--- src/rtl/crs_pkg.sv ---
// Package with constants and types for the core register and stack block.
package crs_pkg;
  localparam logic [7:0] ADDR_PTR_FIRST = 8'h80;
  localparam logic [7:0] ADDR_PTR_SECOND = 8'h81;
  localparam logic [7:0] ADDR_SD_FIRST = 8'h82;
  localparam logic [7:0] ADDR_SD_SECOND = 8'h83;
  localparam logic [7:0] ADDR_ACCUM = 8'hff;
  localparam logic [7:0] DATA_RST = 8'h00;
  localparam logic [11:0] PC_RST = 12'h000;
  localparam int PC_W = 12;
  localparam int STACK_DEPTH = 6;

  // Program counter update source, one-hot.
  typedef enum logic [6:0] {
    CRS_PC_HOLD = 7'h01,
    CRS_PC_INC = 7'h02,
    CRS_PC_JUMP = 7'h04,
    CRS_PC_CALL = 7'h08,
    CRS_PC_REL = 7'h10,
    CRS_PC_IRQ = 7'h20,
    CRS_PC_RET = 7'h40
  } crs_pc_src_t;

  // Flag context, one-hot.
  typedef enum logic [2:0] {
    CRS_CTX_NORMAL = 3'h1,
    CRS_CTX_IRQ = 3'h2,
    CRS_CTX_NMI = 3'h4
  } crs_ctx_t;
endpackage

--- src/rtl/crs_stack.sv ---
// Six-level hardware return stack of program counter values.
`timescale 1ns/1ps
`default_nettype none
module crs_stack #(
  parameter int DEPTH = crs_pkg::STACK_DEPTH,
  parameter int W = crs_pkg::PC_W
) (
  input wire logic ref_clk,
  input wire logic srst,
  input wire logic push,
  input wire logic pop,
  input wire logic [W-1:0] push_val,
  output logic [W-1:0] top_val,
  output logic [3:0] level
);
  logic [W-1:0] lvl_ff [DEPTH];
  logic [W-1:0] nxt_lvl [DEPTH];
  logic [3:0] level_ff;
  logic [3:0] nxt_level;

  assign top_val = lvl_ff[0];
  assign level = level_ff;

  always_comb begin
    for (int i = 0; i < DEPTH; i++) begin
      nxt_lvl[i] = lvl_ff[i];
      if (push) begin
        nxt_lvl[i] = (i == 0) ? push_val : lvl_ff[(i == 0) ? 0 : i - 1];
      end else if (pop) begin
        nxt_lvl[i] = (i == DEPTH - 1) ? lvl_ff[i] : lvl_ff[(i == DEPTH - 1) ? i : i + 1];
      end
    end
    nxt_level = level_ff;
    if (push && level_ff != 4'(DEPTH)) begin
      nxt_level = level_ff + 4'h1;
    end else if (pop && !push && level_ff != 4'h0) begin
      nxt_level = level_ff - 4'h1;
    end
  end

  always_ff @(posedge ref_clk) begin
    if (srst) begin
      for (int i = 0; i < DEPTH; i++) begin
        lvl_ff[i] <= crs_pkg::PC_RST;
      end
      level_ff <= 4'h0;
    end else begin
      for (int i = 0; i < DEPTH; i++) begin
        lvl_ff[i] <= nxt_lvl[i];
      end
      level_ff <= nxt_level;
    end
  end
endmodule
`default_nettype wire

--- src/rtl/crs_core_regs.sv ---
// Programmer-visible core registers, program counter, flags and stack.
// Functional notes
// - Accumulator is eight bits and also data-space location ffh.
// - Pointer registers sit at 80h and 81h in data space.
// - Short-direct registers sit at 82h and 83h in data space.
// - Program counter is twelve bits, covering 4096 bytes.
// - Space beyond 4096 bytes uses a separate bank register.
// - Ordinary instructions advance the counter by one.
// - Counter loads jump, call, relative, vector, reset or pop values.
// - Three carry/zero pairs; only the current context pair is used.
// - Interrupt entry switches pair; interrupt return restores previous.
// - Pairs keep values across switches; only own context reaches them.
// - Carry follows arithmetic carry or borrow; feeds rotate left.
// - Bit test copies tested bit into active carry.
// - Zero flag set when latest result is zero.
// - Reset starts in the non-maskable context.
// - Six twelve-bit stack entries, no visible pointer; the fill count is output on stack_level.
// - Call or interrupt pushes counter, deepest entry lost.
// - Return pops first level into counter, others move up.
// - Over six nestings stack stays deepest, silently.
// - Return on empty stack stays at top, execution continues.
// - Only counter values are stacked, no data registers.
`timescale 1ns/1ps
`default_nettype none
module crs_core_regs #(
  parameter int PC_W = crs_pkg::PC_W
) (
  input wire logic ref_clk,
  input wire logic srst,
  input wire logic [7:0] ds_addr,
  input wire logic ds_wr,
  input wire logic [7:0] ds_wdata,
  output logic [7:0] ds_rdata,
  output logic ds_hit,
  input wire logic acc_we,
  input wire logic [7:0] acc_wdata,
  output logic [7:0] acc_q,
  output logic [7:0] ptr_first_q,
  output logic [7:0] ptr_second_q,
  input wire logic [6:0] pc_src,
  input wire logic [PC_W-1:0] pc_target,
  input wire logic [PC_W-1:0] pc_rel_sum,
  input wire logic [PC_W-1:0] reset_vector,
  input wire logic irq_enter,
  input wire logic nmi_enter,
  input wire logic return_from_interrupt,
  input wire logic carry_we,
  input wire logic carry_in,
  input wire logic zero_we,
  input wire logic zero_in,
  output logic [PC_W-1:0] prog_counter,
  output logic carry_q,
  output logic zero_q,
  output logic [2:0] ctx_q,
  output logic [3:0] stack_level
);
  logic [7:0] acc_ff, ptr_first_ff, ptr_second_ff, sd_first_ff, sd_second_ff;
  logic [7:0] nxt_acc, nxt_ptr_first, nxt_ptr_second;
  logic [7:0] nxt_sd_first, nxt_sd_second;
  logic [PC_W-1:0] pc_ff, nxt_pc;
  logic [7:0] rdata_ff, nxt_rdata;
  logic hit_ff, nxt_hit;
  logic carry_normal_ctx, zero_normal_ctx, carry_irq_ctx, zero_irq_ctx;
  logic carry_nonmask_ctx, zero_nonmask_ctx;
  logic [2:0] cf_ff, zf_ff, nxt_cf, nxt_zf;
  crs_pkg::crs_ctx_t ctx_ff, nxt_ctx, prev_ff, nxt_prev;
  logic push, pop;
  logic [PC_W-1:0] stack_top;

  // Decodes a data-space address to a one-hot register select.
  function automatic logic [4:0] reg_sel(input logic [7:0] a);
    reg_sel = {a == crs_pkg::ADDR_ACCUM, a == crs_pkg::ADDR_SD_SECOND,
               a == crs_pkg::ADDR_SD_FIRST, a == crs_pkg::ADDR_PTR_SECOND,
               a == crs_pkg::ADDR_PTR_FIRST};
  endfunction

  assign push = pc_src == crs_pkg::CRS_PC_CALL || pc_src == crs_pkg::CRS_PC_IRQ;
  assign pop = pc_src == crs_pkg::CRS_PC_RET;

  crs_stack #(.DEPTH(crs_pkg::STACK_DEPTH), .W(PC_W)) u_stack (
    .ref_clk(ref_clk),
    .srst(srst),
    .push(push),
    .pop(pop),
    .push_val(pc_ff),
    .top_val(stack_top),
    .level(stack_level)
  );

  // Data-space registers; a core write and a bus write to the accumulator
  // in one cycle resolve in favour of the core's own result.
  always_comb begin
    logic [4:0] sel;
    sel = reg_sel(ds_addr);
    nxt_acc = acc_ff;
    nxt_ptr_first = ptr_first_ff;
    nxt_ptr_second = ptr_second_ff;
    nxt_sd_first = sd_first_ff;
    nxt_sd_second = sd_second_ff;
    if (ds_wr && sel[0]) begin
      nxt_ptr_first = ds_wdata;
    end
    if (ds_wr && sel[1]) begin
      nxt_ptr_second = ds_wdata;
    end
    if (ds_wr && sel[2]) begin
      nxt_sd_first = ds_wdata;
    end
    if (ds_wr && sel[3]) begin
      nxt_sd_second = ds_wdata;
    end
    if (ds_wr && sel[4]) begin
      nxt_acc = ds_wdata;
    end
    if (acc_we) begin
      nxt_acc = acc_wdata;
    end
    nxt_hit = |sel;
    case (1'b1)
      sel[0]: nxt_rdata = ptr_first_ff;
      sel[1]: nxt_rdata = ptr_second_ff;
      sel[2]: nxt_rdata = sd_first_ff;
      sel[3]: nxt_rdata = sd_second_ff;
      sel[4]: nxt_rdata = acc_ff;
      default: nxt_rdata = 8'h00;
    endcase
  end

  // Program counter; the bank register for wider space lives elsewhere.
  // Twelve-bit counter.
  always_comb begin
    case (pc_src)
      crs_pkg::CRS_PC_INC: nxt_pc = pc_ff + 12'h001;
      crs_pkg::CRS_PC_JUMP: nxt_pc = pc_target;
      crs_pkg::CRS_PC_CALL: nxt_pc = pc_target;
      crs_pkg::CRS_PC_IRQ: nxt_pc = pc_target;
      crs_pkg::CRS_PC_REL: nxt_pc = pc_rel_sum;
      crs_pkg::CRS_PC_RET: nxt_pc = stack_top;
      default: nxt_pc = pc_ff;
    endcase
  end

  // Flag contexts.
  always_comb begin
    nxt_ctx = ctx_ff;
    nxt_prev = prev_ff;
    nxt_cf = cf_ff;
    nxt_zf = zf_ff;
    if (carry_we) begin
      nxt_cf = (cf_ff & ~ctx_ff) | ({3{carry_in}} & ctx_ff);
    end
    if (zero_we) begin
      nxt_zf = (zf_ff & ~ctx_ff) | ({3{zero_in}} & ctx_ff);
    end
    // Switch on entry, restore on return.
    if (nmi_enter) begin
      nxt_prev = ctx_ff;
      nxt_ctx = crs_pkg::CRS_CTX_NMI;
    end else if (irq_enter) begin
      nxt_prev = ctx_ff;
      nxt_ctx = crs_pkg::CRS_CTX_IRQ;
    end else if (return_from_interrupt) begin
      nxt_ctx = prev_ff;
      nxt_prev = crs_pkg::CRS_CTX_NORMAL;
    end
  end

  always_ff @(posedge ref_clk) begin
    if (srst) begin
      acc_ff <= crs_pkg::DATA_RST;
      ptr_first_ff <= crs_pkg::DATA_RST;
      ptr_second_ff <= crs_pkg::DATA_RST;
      sd_first_ff <= crs_pkg::DATA_RST;
      sd_second_ff <= crs_pkg::DATA_RST;
      rdata_ff <= crs_pkg::DATA_RST;
      hit_ff <= 1'b0;
      pc_ff <= reset_vector;
      ctx_ff <= crs_pkg::CRS_CTX_NMI;
      prev_ff <= crs_pkg::CRS_CTX_NORMAL;
      cf_ff <= 3'h0;
      zf_ff <= 3'h0;
    end else begin
      acc_ff <= nxt_acc;
      ptr_first_ff <= nxt_ptr_first;
      ptr_second_ff <= nxt_ptr_second;
      sd_first_ff <= nxt_sd_first;
      sd_second_ff <= nxt_sd_second;
      rdata_ff <= nxt_rdata;
      hit_ff <= nxt_hit;
      pc_ff <= nxt_pc;
      ctx_ff <= nxt_ctx;
      prev_ff <= nxt_prev;
      cf_ff <= nxt_cf;
      zf_ff <= nxt_zf;
    end
  end

  assign carry_normal_ctx = cf_ff[0];
  assign zero_normal_ctx = zf_ff[0];
  assign carry_irq_ctx = cf_ff[1];
  assign zero_irq_ctx = zf_ff[1];
  assign carry_nonmask_ctx = cf_ff[2];
  assign zero_nonmask_ctx = zf_ff[2];

  always_comb begin
    case (ctx_ff)
      crs_pkg::CRS_CTX_NORMAL: begin
        carry_q = carry_normal_ctx;
        zero_q = zero_normal_ctx;
      end
      crs_pkg::CRS_CTX_IRQ: begin
        carry_q = carry_irq_ctx;
        zero_q = zero_irq_ctx;
      end
      default: begin
        carry_q = carry_nonmask_ctx;
        zero_q = zero_nonmask_ctx;
      end
    endcase
  end

  assign acc_q = acc_ff;
  assign ptr_first_q = ptr_first_ff;
  assign ptr_second_q = ptr_second_ff;
  assign prog_counter = pc_ff;
  assign ds_rdata = rdata_ff;
  assign ds_hit = hit_ff;
  assign ctx_q = ctx_ff;
  // Bank extension external.
  // The vector loads on every edge while srst is high; the value at the last such edge is kept.
endmodule
`default_nettype wire

--- config.mk ---
export PLATFORM = sky130hd
export DESIGN_NAME = crs_core_regs
export DESIGN_NICKNAME = d
export VERILOG_FILES = /design/src/rtl/crs_pkg.sv /design/src/rtl/crs_stack.sv /design/src/rtl/crs_core_regs.sv
export SDC_FILE = /design/constraint.sdc
export NUM_CORES = 1
export LEC_CHECK = 0
export ABC_AREA = 1
export BUFFER_PORTS_ARGS = -buffer_cell sky130_fd_sc_hd__buf_2
export CAP_MARGIN = 10
export CORE_AREA = 8 8 111 214
export DETAILED_ROUTE_END_ITERATION = 6
export DIE_AREA = 0 0 119 222
export PLACE_DENSITY = 0.64
export SYNTH_ARGS = -nofsm -noshare
export SYNTH_HDL_FRONTEND = slang
export SYNTH_SLANG_ARGS = --single-unit
--- constraint.sdc ---
create_clock -name ref_clk -period 3.3 [get_ports ref_clk]
set_clock_uncertainty 0.2 [all_clocks]
set_input_delay 0.66 -clock ref_clk [delete_from_list [all_inputs] [get_ports ref_clk]]
set_output_delay 0.66 -clock ref_clk [all_outputs]
set_load 0.03 [all_outputs]
# Word-level counts from Yosys, hierarchy flattened
# Memory sizes are Yosys's and may differ from the RTL's.
# Index checks and enable logic that the tools add are counted.
# totals
reg_bits,77
latchBits,0
mem_bits_rw,72
mem_bits_ro,0
input_bits,78
out_inout_bits,54
wordCells,103
mem_count,1
# memory_table
name,depth,word_bits,rd,rd_clocked_by_memory_dff,write_ports,line,text
u_stack.lvl_ff,6,12,6,0,6,crs_stack.sv:16,logic [W-1:0] lvl_ff [DEPTH];
# classes
addsub,3
mul,0
div,0
order_cmp,0
n_eq_ne,14
shifts,0
mux,38
bitwise,13
reduce_logical,20
# op_table
cell,count
$mux W12,18
$mux W8,7
$pmux W12 S4,1
$eq A8 B8 Y1 const B,5
$mux W3,5
$add A12 B1 Y12 const B,1
$and A3 B3 Y3,4
$logic_and A1 B1 Y1,8
$mux W4,2
$eq A7 B2 Y1 const B,1
$eq A7 B3 Y1 const B,1
$eq A7 B4 Y1 const B,1
$eq A7 B5 Y1 const B,1
$eq A7 B6 Y1 const B,1
$eq A7 B7 Y1 const B,1
$or A1 B1 Y1,6
$or A3 B3 Y3,2
$reduce_bool A2 Y1,3
$reduce_or A3 Y1,2
$reduce_bool A5 Y1,1
$reduce_or A5 Y1,1
$add A4 B1 Y4 const B,1
$ne A4 B3 Y1 const B,1
$pmux W1 S2,2
10 further kinds,12

# Logic depth before layout (Yosys ltp)
# Gate-level depths: netlist of run 1.
# logic_depth
word_depth,7
mapped_depth,16
mapped_depth_nobuf,16

# By module
# A second synthesis of run 1 with hierarchy kept.
# unflattened
hier_cells,1090
hier_area_um2,7440.9
# modules_own_cells
module,n_inst,cells_per_inst,area_each_um2,seq_area_each_um2
crs_core_regs,1,593,3941.3,1581.5
crs_stack,1,497,3499.6,1521.5

# Least setup slack after synthesis of run 1
# OpenSTA, ideal clock, no wires.
# synth_timing
path_type,input-to-reg
start,input port pc_src[6]
end,register u_stack.level_ff[3] (netlist: u_stack.level[3])
setup_ps,110
arrival_ps,2144
t_required_ps,2990
setup_slack_ps,846
path_stages,16
path_buffers,0
cell_sequence,inv_1 -> nand2_1 -> nor2_1 -> nand2_1 -> nand2_2 -> nand2_1 -> ha_1 -> nand2_1 -> a21boi_0 -> nor2_1 -> inv_1 -> nand2_1 -> nand3_1 -> nand2_1 -> inv_1 -> nor2_1
# synth_via
elab_chain_cells,6
elab_cells_between_ends,10
classes_between,3 x eq/ne; 1 x mux; 6 x reduce/logical
# synth_lines
element,line,text
start: declaration,crs_core_regs.sv:40,"input wire logic [6:0] pc_src,"
$eq A7 B4 Y1 or $eq A7 B6 Y1 (tied branches),crs_core_regs.sv:77,assign push = pc_src == crs_pkg::CRS_PC_CALL || pc_src == crs_pkg::CRS_PC_IRQ;
$logic_or A1 B1 Y1,crs_core_regs.sv:77,
$logic_not A1 Y1,crs_stack.sv:36,end else if (pop && !push && level_ff != 4'h0) begin
$logic_and A1 B1 Y1 (2 in a row),crs_stack.sv:36,
$reduce_bool A2 Y1 (no line),n/a,
end signal: assignment,crs_stack.sv:51,level_ff <= nxt_level;
end: declaration,crs_stack.sv:18,logic [3:0] level_ff;
# Parallel ways exist; a longest one is shown, timed or not.
# A chain may end at the register's enable or synchronous reset.

# Worst setup path in the final report of run 1
# layout_timing
start,register ctx_ff[1] (netlist: ctx_q[1])
end,output port zero_q
# layout_via
elab_chain_cells,2
elab_cells_between_ends,3
classes_between,2 x eq/ne; 1 x mux
# layout_lines
element,line,text
start: declaration,crs_core_regs.sv:66,"crs_pkg::crs_ctx_t ctx_ff, nxt_ctx, prev_ff, nxt_prev;"
start signal: assignment,crs_core_regs.sv:178,ctx_ff <= crs_pkg::CRS_CTX_NMI;
start signal: assignment,crs_core_regs.sv:191,ctx_ff <= nxt_ctx;
$eq A3 B2 Y1 or $eq A3 B1 Y1 (tied branches),crs_core_regs.sv:206,case (ctx_ff)
$pmux W1 S2 *,crs_core_regs.sv:206,
end: declaration,crs_core_regs.sv:53,"output logic zero_q,"
# Every way passes the cells marked *; elsewhere a longest branch is shown, timed or not.

==> results of run 1 <==
-- layout make-up --
cell class              count  area, um^2  area share
multi-input cells         756        3440       0.399
flip-flops and latches    149        3100       0.360
repair buffers            145         798      0.0925
clock buffers              21         492      0.0570
inverters                  92         345      0.0400
well taps                 269         337      0.0390
clock inverters            11         110      0.0128
-- logic make-up (layout without fill, tap and decap cells) --
logic type                 count (synthesis)  count (layout)
buffers and inverters                    144             269
DFF                                      149             149
adders and majority gates                  4               4
xor gates and xnor gates                   6               6
AOI/OAI and AO/OA                        151             151
and+or+nand+nor                          595             595
-- cells in the mapped netlist (all sizes together) --
cell,count
ha,3
edfxtp,12
o32ai,1
xnor2,2
o211ai,13
xor2,4
a22oi,1
dfxtp,137
buf,37
nand2,438
nor4,1
a21oi,59
o31ai,1
inv,90
clkinv,2
nor3,5
nand4,5
clkbuf,15
a211oi,1
nor2,65
a31oi,40
fa,1
a21boi,1
o21ai,29
a41oi,5
nand3,81
-- worst max path at each step --
| stage | from | to | depth (start not counted) | slack, ps |
|---|---|---|---|---|
| floorplan | pc_src[6] | u_stack.level[3]$_SDFFE_PP0P_ | 16 | 850 |
| global placement | pc_src[3] | u_stack.level[3]$_SDFFE_PP0P_ | 15 | 630 |
| detailed placement | pc_src[3] | u_stack.level[3]$_SDFFE_PP0P_ | 15 | 570 |
| CTS | ctx_q[1]$_SDFFE_PP0P_ | zero_q | 6 | 690 |
| global route | ctx_q[0]$_SDFFE_PP0P_ | carry_q | 6 | 630 |
| finish | ctx_q[1]$_SDFFE_PP0P_ | zero_q | 6 | 740 |
-- registers in the layout (all words and copies together), names as in the netlist, named ones only --
register        flops
prog_counter       12
ptr_second_q        8
ctx_q               3
ds_hit              1
acc_q               8
u_stack.lvl_ff     72
prev_ff             3
sd_first_ff         8
ptr_first_q         8
sd_second_ff        8
u_stack.level       4
ds_rdata            8
-- worst max-delay path: cells and delay by family (launching register included) --
family	cells	cell delay (ps)
buf+inv	3	350
flops	1	500
simple gates	3	440
-- routing by layer --
metal,track usage,share of wire
met5,0,0
met4,0.0895,0.036
met3,0.0365,0.037
met2,0.320,0.56
met1,0.159,0.36
-- power by group through the flow --
| stage | combinational [mW] | clock (mW) | sequential [mW] |
|---|---|---|---|
| 2_1_floorplan | 0.164 | 0 | 1.97 |
| 3_3_place_gp | 0.347 | 0 | 1.93 |
| 3_5_place_dp | 0.350 | 0 | 1.93 |
| 4_1_cts | 0.350 | 1.99 | 1.89 |
| 5_1_grt | 0.381 | 2.08 | 1.89 |
| 6_report | 0.347 | 1.96 | 1.89 |
==> results.md, run 1 <==
- At the end of routability-driven placement, the weighted congestion stood at 0.906.
- The yosys synthesis warning count is 0.
- The floorplan has 75 rows.
- The number of antenna violations at the first check in global routing is 0.
- For this configuration, the core starts out at a cell density of 0.343.
- Of the total synthesized cell area, the portion taken by XOR and XNOR cells is 0.00732.
- For hold timing, the worst endpoint is u_stack.lvl_ff[5][5]$_SDFFE_PP0P_.
- The CTS buffer count is 17.
- The worst reg-to-reg path cell count is 10.
- Of the available clock period, the critical path in the final layout requires 0.777.
- The post-DP HPWL is 16100 um.
- The data required time of the worst path is 2440 ps.
- The area share of the largest cell type after synthesis is 0.382.
- Of the total power, the clock network draws 0.467.
- The die covers 26400 um^2.
- The share of synthesized cell area in full adder, half adder and majority cells is 0.00802.
- The clock passes through at most 2 buffers.
- The count of buffers inserted at the top-level ports is 131.
- For this run, the post-layout net count is 1243.
- The final design area excluding fillers is 8630 um^2.
- The design internal power is 3.12 mW.
- The worst register-to-register path begins at prog_counter[0]$_DFFE_PP_.
- A synthesized cell averages 6.85 um^2.
- Of the total power, registers draw 0.450.
- The total overflow left after global routing is 0.
- The worst hold path begins at u_stack.lvl_ff[5][5]$_SDFFE_PP0P_.
- The number of antenna-violating nets in the routed design is 0.
- The DRC violation count after routing is 0.
- The first global-routing pass estimated 35800 um of wire.
- Fill cells in the final layout number 2173.
- Once routing completed, OpenROAD measured the worst setup slack at 735 ps.
- The final route contains 7097 vias.
- Dividing the detail-routed via count by the number of cells gives 4.92.
- After the first detailed-routing iteration, the DRC count stood at 408.
- Leaving out fill and tap cells, the most frequent cells in the layout are 431 x nand2_1, 137 x dfxtp_1, 131 x buf_2, 80 x nand3_1, 79 x inv_1.
- The worst hold path passes through 2 cells.
- The worst setup path is launched from a flip-flop.
- The number of nets in the synthesized netlist is 1131.
- By area the synthesized netlist is led by dfxtp_1 38%, nand2_1 23%, nand3_1 5.6%.
- The mean routed wirelength per cell is 15.2 um.
- Of the total synthesized cell area, the portion taken by AND, OR, NAND and NOR gates is 0.340.
- The portion of synthesized area spent on multiplexers is 0.
- After floorplanning, the core was sized to cover 20900 um^2.
- The floorplan die width is 119 um.
- The flow ran to the end, and the final reports show no timing, DRC or antenna violations.
- The antenna diode instance count is 0.
- The netlist uses 39 different library cells.
- The total negative setup slack is 0 ps.
- TritonCTS built the clock tree.
- Measured against its own limit, the worst slew margin works out to 0.593.
- The analysis attributes to net switching a power of 1.08 mW.
- The tightest min-delay check is of the flip-flop to flip-flop type.
- The fraction of the core area covered by cells at the end of the flow is 0.412.
- After clock tree synthesis, the setup repair step added 0 buffers.
- The largest individual stage delay along the critical path comes from the cell dfxtp_1.
- For the pin with the worst max-slew slack, the measured transition is 610 ps.
- The library cell used most frequently in the layout, excluding fill and tap cells, is nand2_1.
- The number of standard cells in the layout, taps in and fillers out is 1443.
- After layout, the design draws a total of 4.20 mW.
- The source-to-sink clock delay at the later pin of the worst-skew pair is 420 ps.
- The cell at the root of the clock tree is clkbuf_16.
- The H-tree was split into 4 levels.
- The synthesis-stage register bit count is 149.
- Setup repair after global routing left no endpoint under its margin.
- The clock sink total is 149.
- The fmax is 390 MHz.
- Setup violations remaining at the end of the flow were counted as 0.
- The share of synthesized area occupied by flip-flops and latches is 0.432.
- During I/O placement, the number of pins put on the boundary was 132.
- The pin count of the biggest net entering global routing is 79.
- Gates resized during post-CTS repair numbered 0.
- Of the total power, combinational logic draws 0.083.
- The largest single stage delay on the critical path is 500 ps.
- The final-report hold violation count came to 0.
- Of the total power, the share spent switching nets is 0.256.
- The total global-route track usage is 0.167.
- The register-to-register setup slack is 1190 ps.
- The fraction of the mapped netlist area in compound gates is 0.122.
- The max-slew violation count is 0.
- Wires add up to 22000 um.
- After synthesis, the largest family of logic cells by area is simple AND/OR/NAND/NOR gates.
- The die outline height is 222 um.
- The end of the worst register-to-register path is prog_counter[10]$_DFFE_PP_.
- The cell type with the highest aggregate area in the netlist is dfxtp_1.
- Final hold analysis gives a worst-case slack of 262 ps.
- The via count of the first global-routing pass is 7095.
- The signal on the critical path passes through inv_1 -> nor3_1 -> inv_1 -> nand3_1 -> nand3_1 -> buf_2.
- In this run the worst path has a maximum fanout of 9.
- The sort of element at the end of the critical path is an output port.
- The data arrival time at the worst-slack endpoint is 1700 ps.
- The number of violations of the max-capacitance limit is 0.
- The cell count after placement is 1411.
- The area added between synthesis and finish is 20.1%.
- After detailed placement, the total cell area comes to 8030 um^2.
- The worst setup timing slack at the placement stage is 568 ps.
- The first TritonRoute pass finished after 7 iterations.
- The worst IR drop on VDD is 0.388 mV.
- The class of the most critical setup path is flip-flop to output port.
- The number of hold buffers added after CTS was 0.
- After clock tree synthesis, the clock-pin slew on the worst setup and hold paths is 60 ps.
- After synthesis the cells add up to 7180 um^2.
- Power spread over the standard cell area amounts to 487 nW/um^2.
- The cell count after synthesis is 1049.
- The layout cell share with drive strength beyond 1 is 0.177.
- Summed over all cells, the static leakage comes to 3.84 nW.
- The clock period could shrink to 2560 ps.
No activity file was read; power rests on OpenSTA's default activity.
==> run 2: changes to the inputs <==
Settings changed: PLACE_DENSITY 0.64 to 0.66.
Clock period 3.3 ns to 2.25 ns, I/O delays scaled along.
==> run 2 against run 1 <==
Compared with the run above:
- clock-buffer cell count rose by 2
- cell area rose by 2.8%
- sequential power rose by 47%
- first-iteration DRC count fell by 13%
- clock power rose by 39%
- register-to-register slack got worse by 960 ps
- hold slack got worse by 180 ps
- utilization rose by 1.2 points
- via count rose by 3.2%
- total power rose by 44%
- critical path type unchanged
- largest power group is now registers
==> results.md, run 2 (same netlist as run 1, synthesis figures left out) <==
- The source-to-sink clock delay at the later pin of the worst-skew pair came to 430 ps (about the same).
- The run finished with clean final reports.
- Ranked by flip-flop count, first place goes to u_stack.lvl_ff.
- The clock sink total was 149 (unchanged).
- The total die area is 26400 um^2 (unchanged).
- The total negative setup slack came to 0 ps (unchanged).
- Setup repair after global routing left no endpoint under its margin.
- The leakage component of the power was 3.98 nW (+3.7%).
- From synthesis to final layout, the design area changed by 23.5%.
- The sort of element at the end of the critical path is an output port.
- The maximum buffer depth of the clock tree is 2 (unchanged).
- The global-route wire length before repair is 35800 um (about the same).
- The final-report setup violation count is 0 (unchanged).
- The worst setup path is of the flip-flop to output port kind.
- The hold buffer count at CTS is 0 (unchanged).
- The data required time of the worst path is 1600 ps (-840 ps).
- The detailed-route wire length came to 22200 um (+0.90%).
- The final net count is 1274 (+2.5%).
- Derived from the worst setup path, the maximum achievable clock frequency is 460 MHz.
- The CTS buffer count was 17 (unchanged).
- The clock-pin slew on the worst setup and hold paths is 60 ps (about the same).
- The number of H-tree levels was 4 (unchanged).
- The number of antenna violations at the first check in global routing is 1 (+1).
- The final-report hold violation count is 0 (unchanged).
- The placer's final routability congestion estimate came to 0.917 (+1.3%).
- STA classifies the critical path startpoint as a flip-flop.
- The DRC violation count after routing is 0 (unchanged).
- The number of rows in the core area came to 75 (unchanged).
- The library cells used most frequently in the layout, excluding fill and tap cells, are 431 x nand2_1, 134 x dfxtp_1, 131 x buf_2, 80 x nand3_1, 79 x inv_1.
- The maximum fanout count along the critical path is 9 (unchanged).
- The layout cell share with drive strength beyond 1 is 0.197 (+0.0193).
- The number of violations of the max-capacitance limit is 0 (unchanged).
- The worst slew slack as a fraction of its limit was 0.579 (-0.0139).
- The initial core utilization was 0.343 (unchanged).
- In the finished design, the share of the clock period the worst path needs comes to 0.966.
- Leaving out fill and tap cells, the most frequent cell in the layout is nand2_1.
- The DRC marker count from the first detailed-route iteration was 354 (-13%).
- The fraction of the core area covered by cells at the end of the flow is 0.424 (+0.0115).
- The mean routed wirelength per cell is 15.1 um (-1.0%).
- The slew at the pin closest to its max-slew limit was 631 ps (+20.9 ps).
- The leftover overflow at the end of global routing is 0 (unchanged).
- The clock tree from TritonCTS is done.
- The core area is 20900 um^2 (unchanged).
- The number of buffers inserted to repair setup after CTS is 0 (unchanged).
- The total number of vias is 7326 (+3.2%).
- The die outline height is 222 um (unchanged).
- The post-DP HPWL was 16600 um (+3.3%).
- The flip-flop count of the largest register after layout is 72 (unchanged).
- The max-slew violation count is 0 (unchanged).
- The cell at the root of the clock tree is clkbuf_16.
- The via count normalized by instance count was 4.98 (+1.3%).
- The pin count of the biggest net entering global routing is 93 (+18%).
- The data arrival time at the worst-slack endpoint came to 1520 ps (-180 ps).
- The total iterations of the first detailed-routing run came to 5 (-2).
- The total global-route track usage was 0.167 (about the same).
- The minimum clock period after layout is 2170 ps.
- The boundary pin count is 132 (unchanged).
- The min-delay analysis places its worst path in the category input port to flip-flop.
- The number of antenna-violating nets in the routed design came to 0 (unchanged).
- The floorplan die width is 119 um (unchanged).
- The total power per unit cell area came to 680 nW/um^2 (+40%).
- The via count of the first global-routing pass is 7417 (+4.5%).
- The count of buffers inserted at the top-level ports was 131 (unchanged).
- The worst IR drop on VDD is 0.635 mV (+64%).
## run 2: timing repair
action | 4_1_cts | 5_1_grt
resized for setup | 4 | 4
pin swaps | 0 | 1
endpoints found under the setup margin | 2 | 2
## run 2: report_power, final
| group | internal (mW) | switching, mW | total [mW] |
|---|---|---|---|
| combinational | 0.183 | 0.356 | 0.540 |
| clock | 1.66 | 1.06 | 2.72 |
| sequential | 2.72 | 0.0473 | 2.77 |
| total | 4.57 | 1.46 | 6.03 |
## run 2: path summary, 6_finish.rpt
check / startpoint / cells past startpoint / end / slack (ps)
setup / recovery: ctx_q[1]$_SDFFE_PP0P_ / 6 / zero_q / 80
hold / removal: acc_wdata[3] / 3 / acc_q[3]$_SDFFE_PP0P_ / 90
setup reg to reg: prog_counter[1]$_DFFE_PP_ / 10 / prog_counter[10]$_DFFE_PP_ / 230
hold reg to reg: flip-flop / 2 / flip-flop / 260
## run 2: critical path, cell delays in order (launching register included)
cell	delay, ps
dfxtp_4	400
inv_1	80
nor3_4	190
inv_1	80
nand3_1	80
nand3_1	80
buf_2	180
## run 2: metrics by stage
| stage | setup slack [ps] | power (mW) | std cells | cell area, um^2 | hold slack, ps |
|---|---|---|---|---|---|
| after floorplan | 6.17 | 3.12 | 1049 | 7180 | 229 |
| after global placement | -153 | 3.36 | 1442 | 8300 | 247 |
| after detailed placement | -176 | 3.37 | 1442 | 8300 | 254 |
| after CTS | 22.3 | 6.07 | 1470 | 8850 | 71.8 |
| after global routing | 8.39 | 6.22 | 1471 | 8870 | 83.4 |
| final | 75.7 | 6.03 | 1471 | 8870 | 86.4 |
## run 2: area by class of cell
class                      count  area (um^2)
clock inverter                 5         77.6
timing repair buffer         176         1070
inverter                      92          345
antenna                        1         2.50
multi-input combinational    756         3460
tap                          269          337
fill                        2188        12100
clock buffer                  23          468
sequential                   149         3110
## run 2: metal layers
layer,part of all wire,GRT usage
met5,0,0
met4,0.049,0.112
met3,0.045,0.0352
met2,0.55,0.317
met1,0.36,0.154
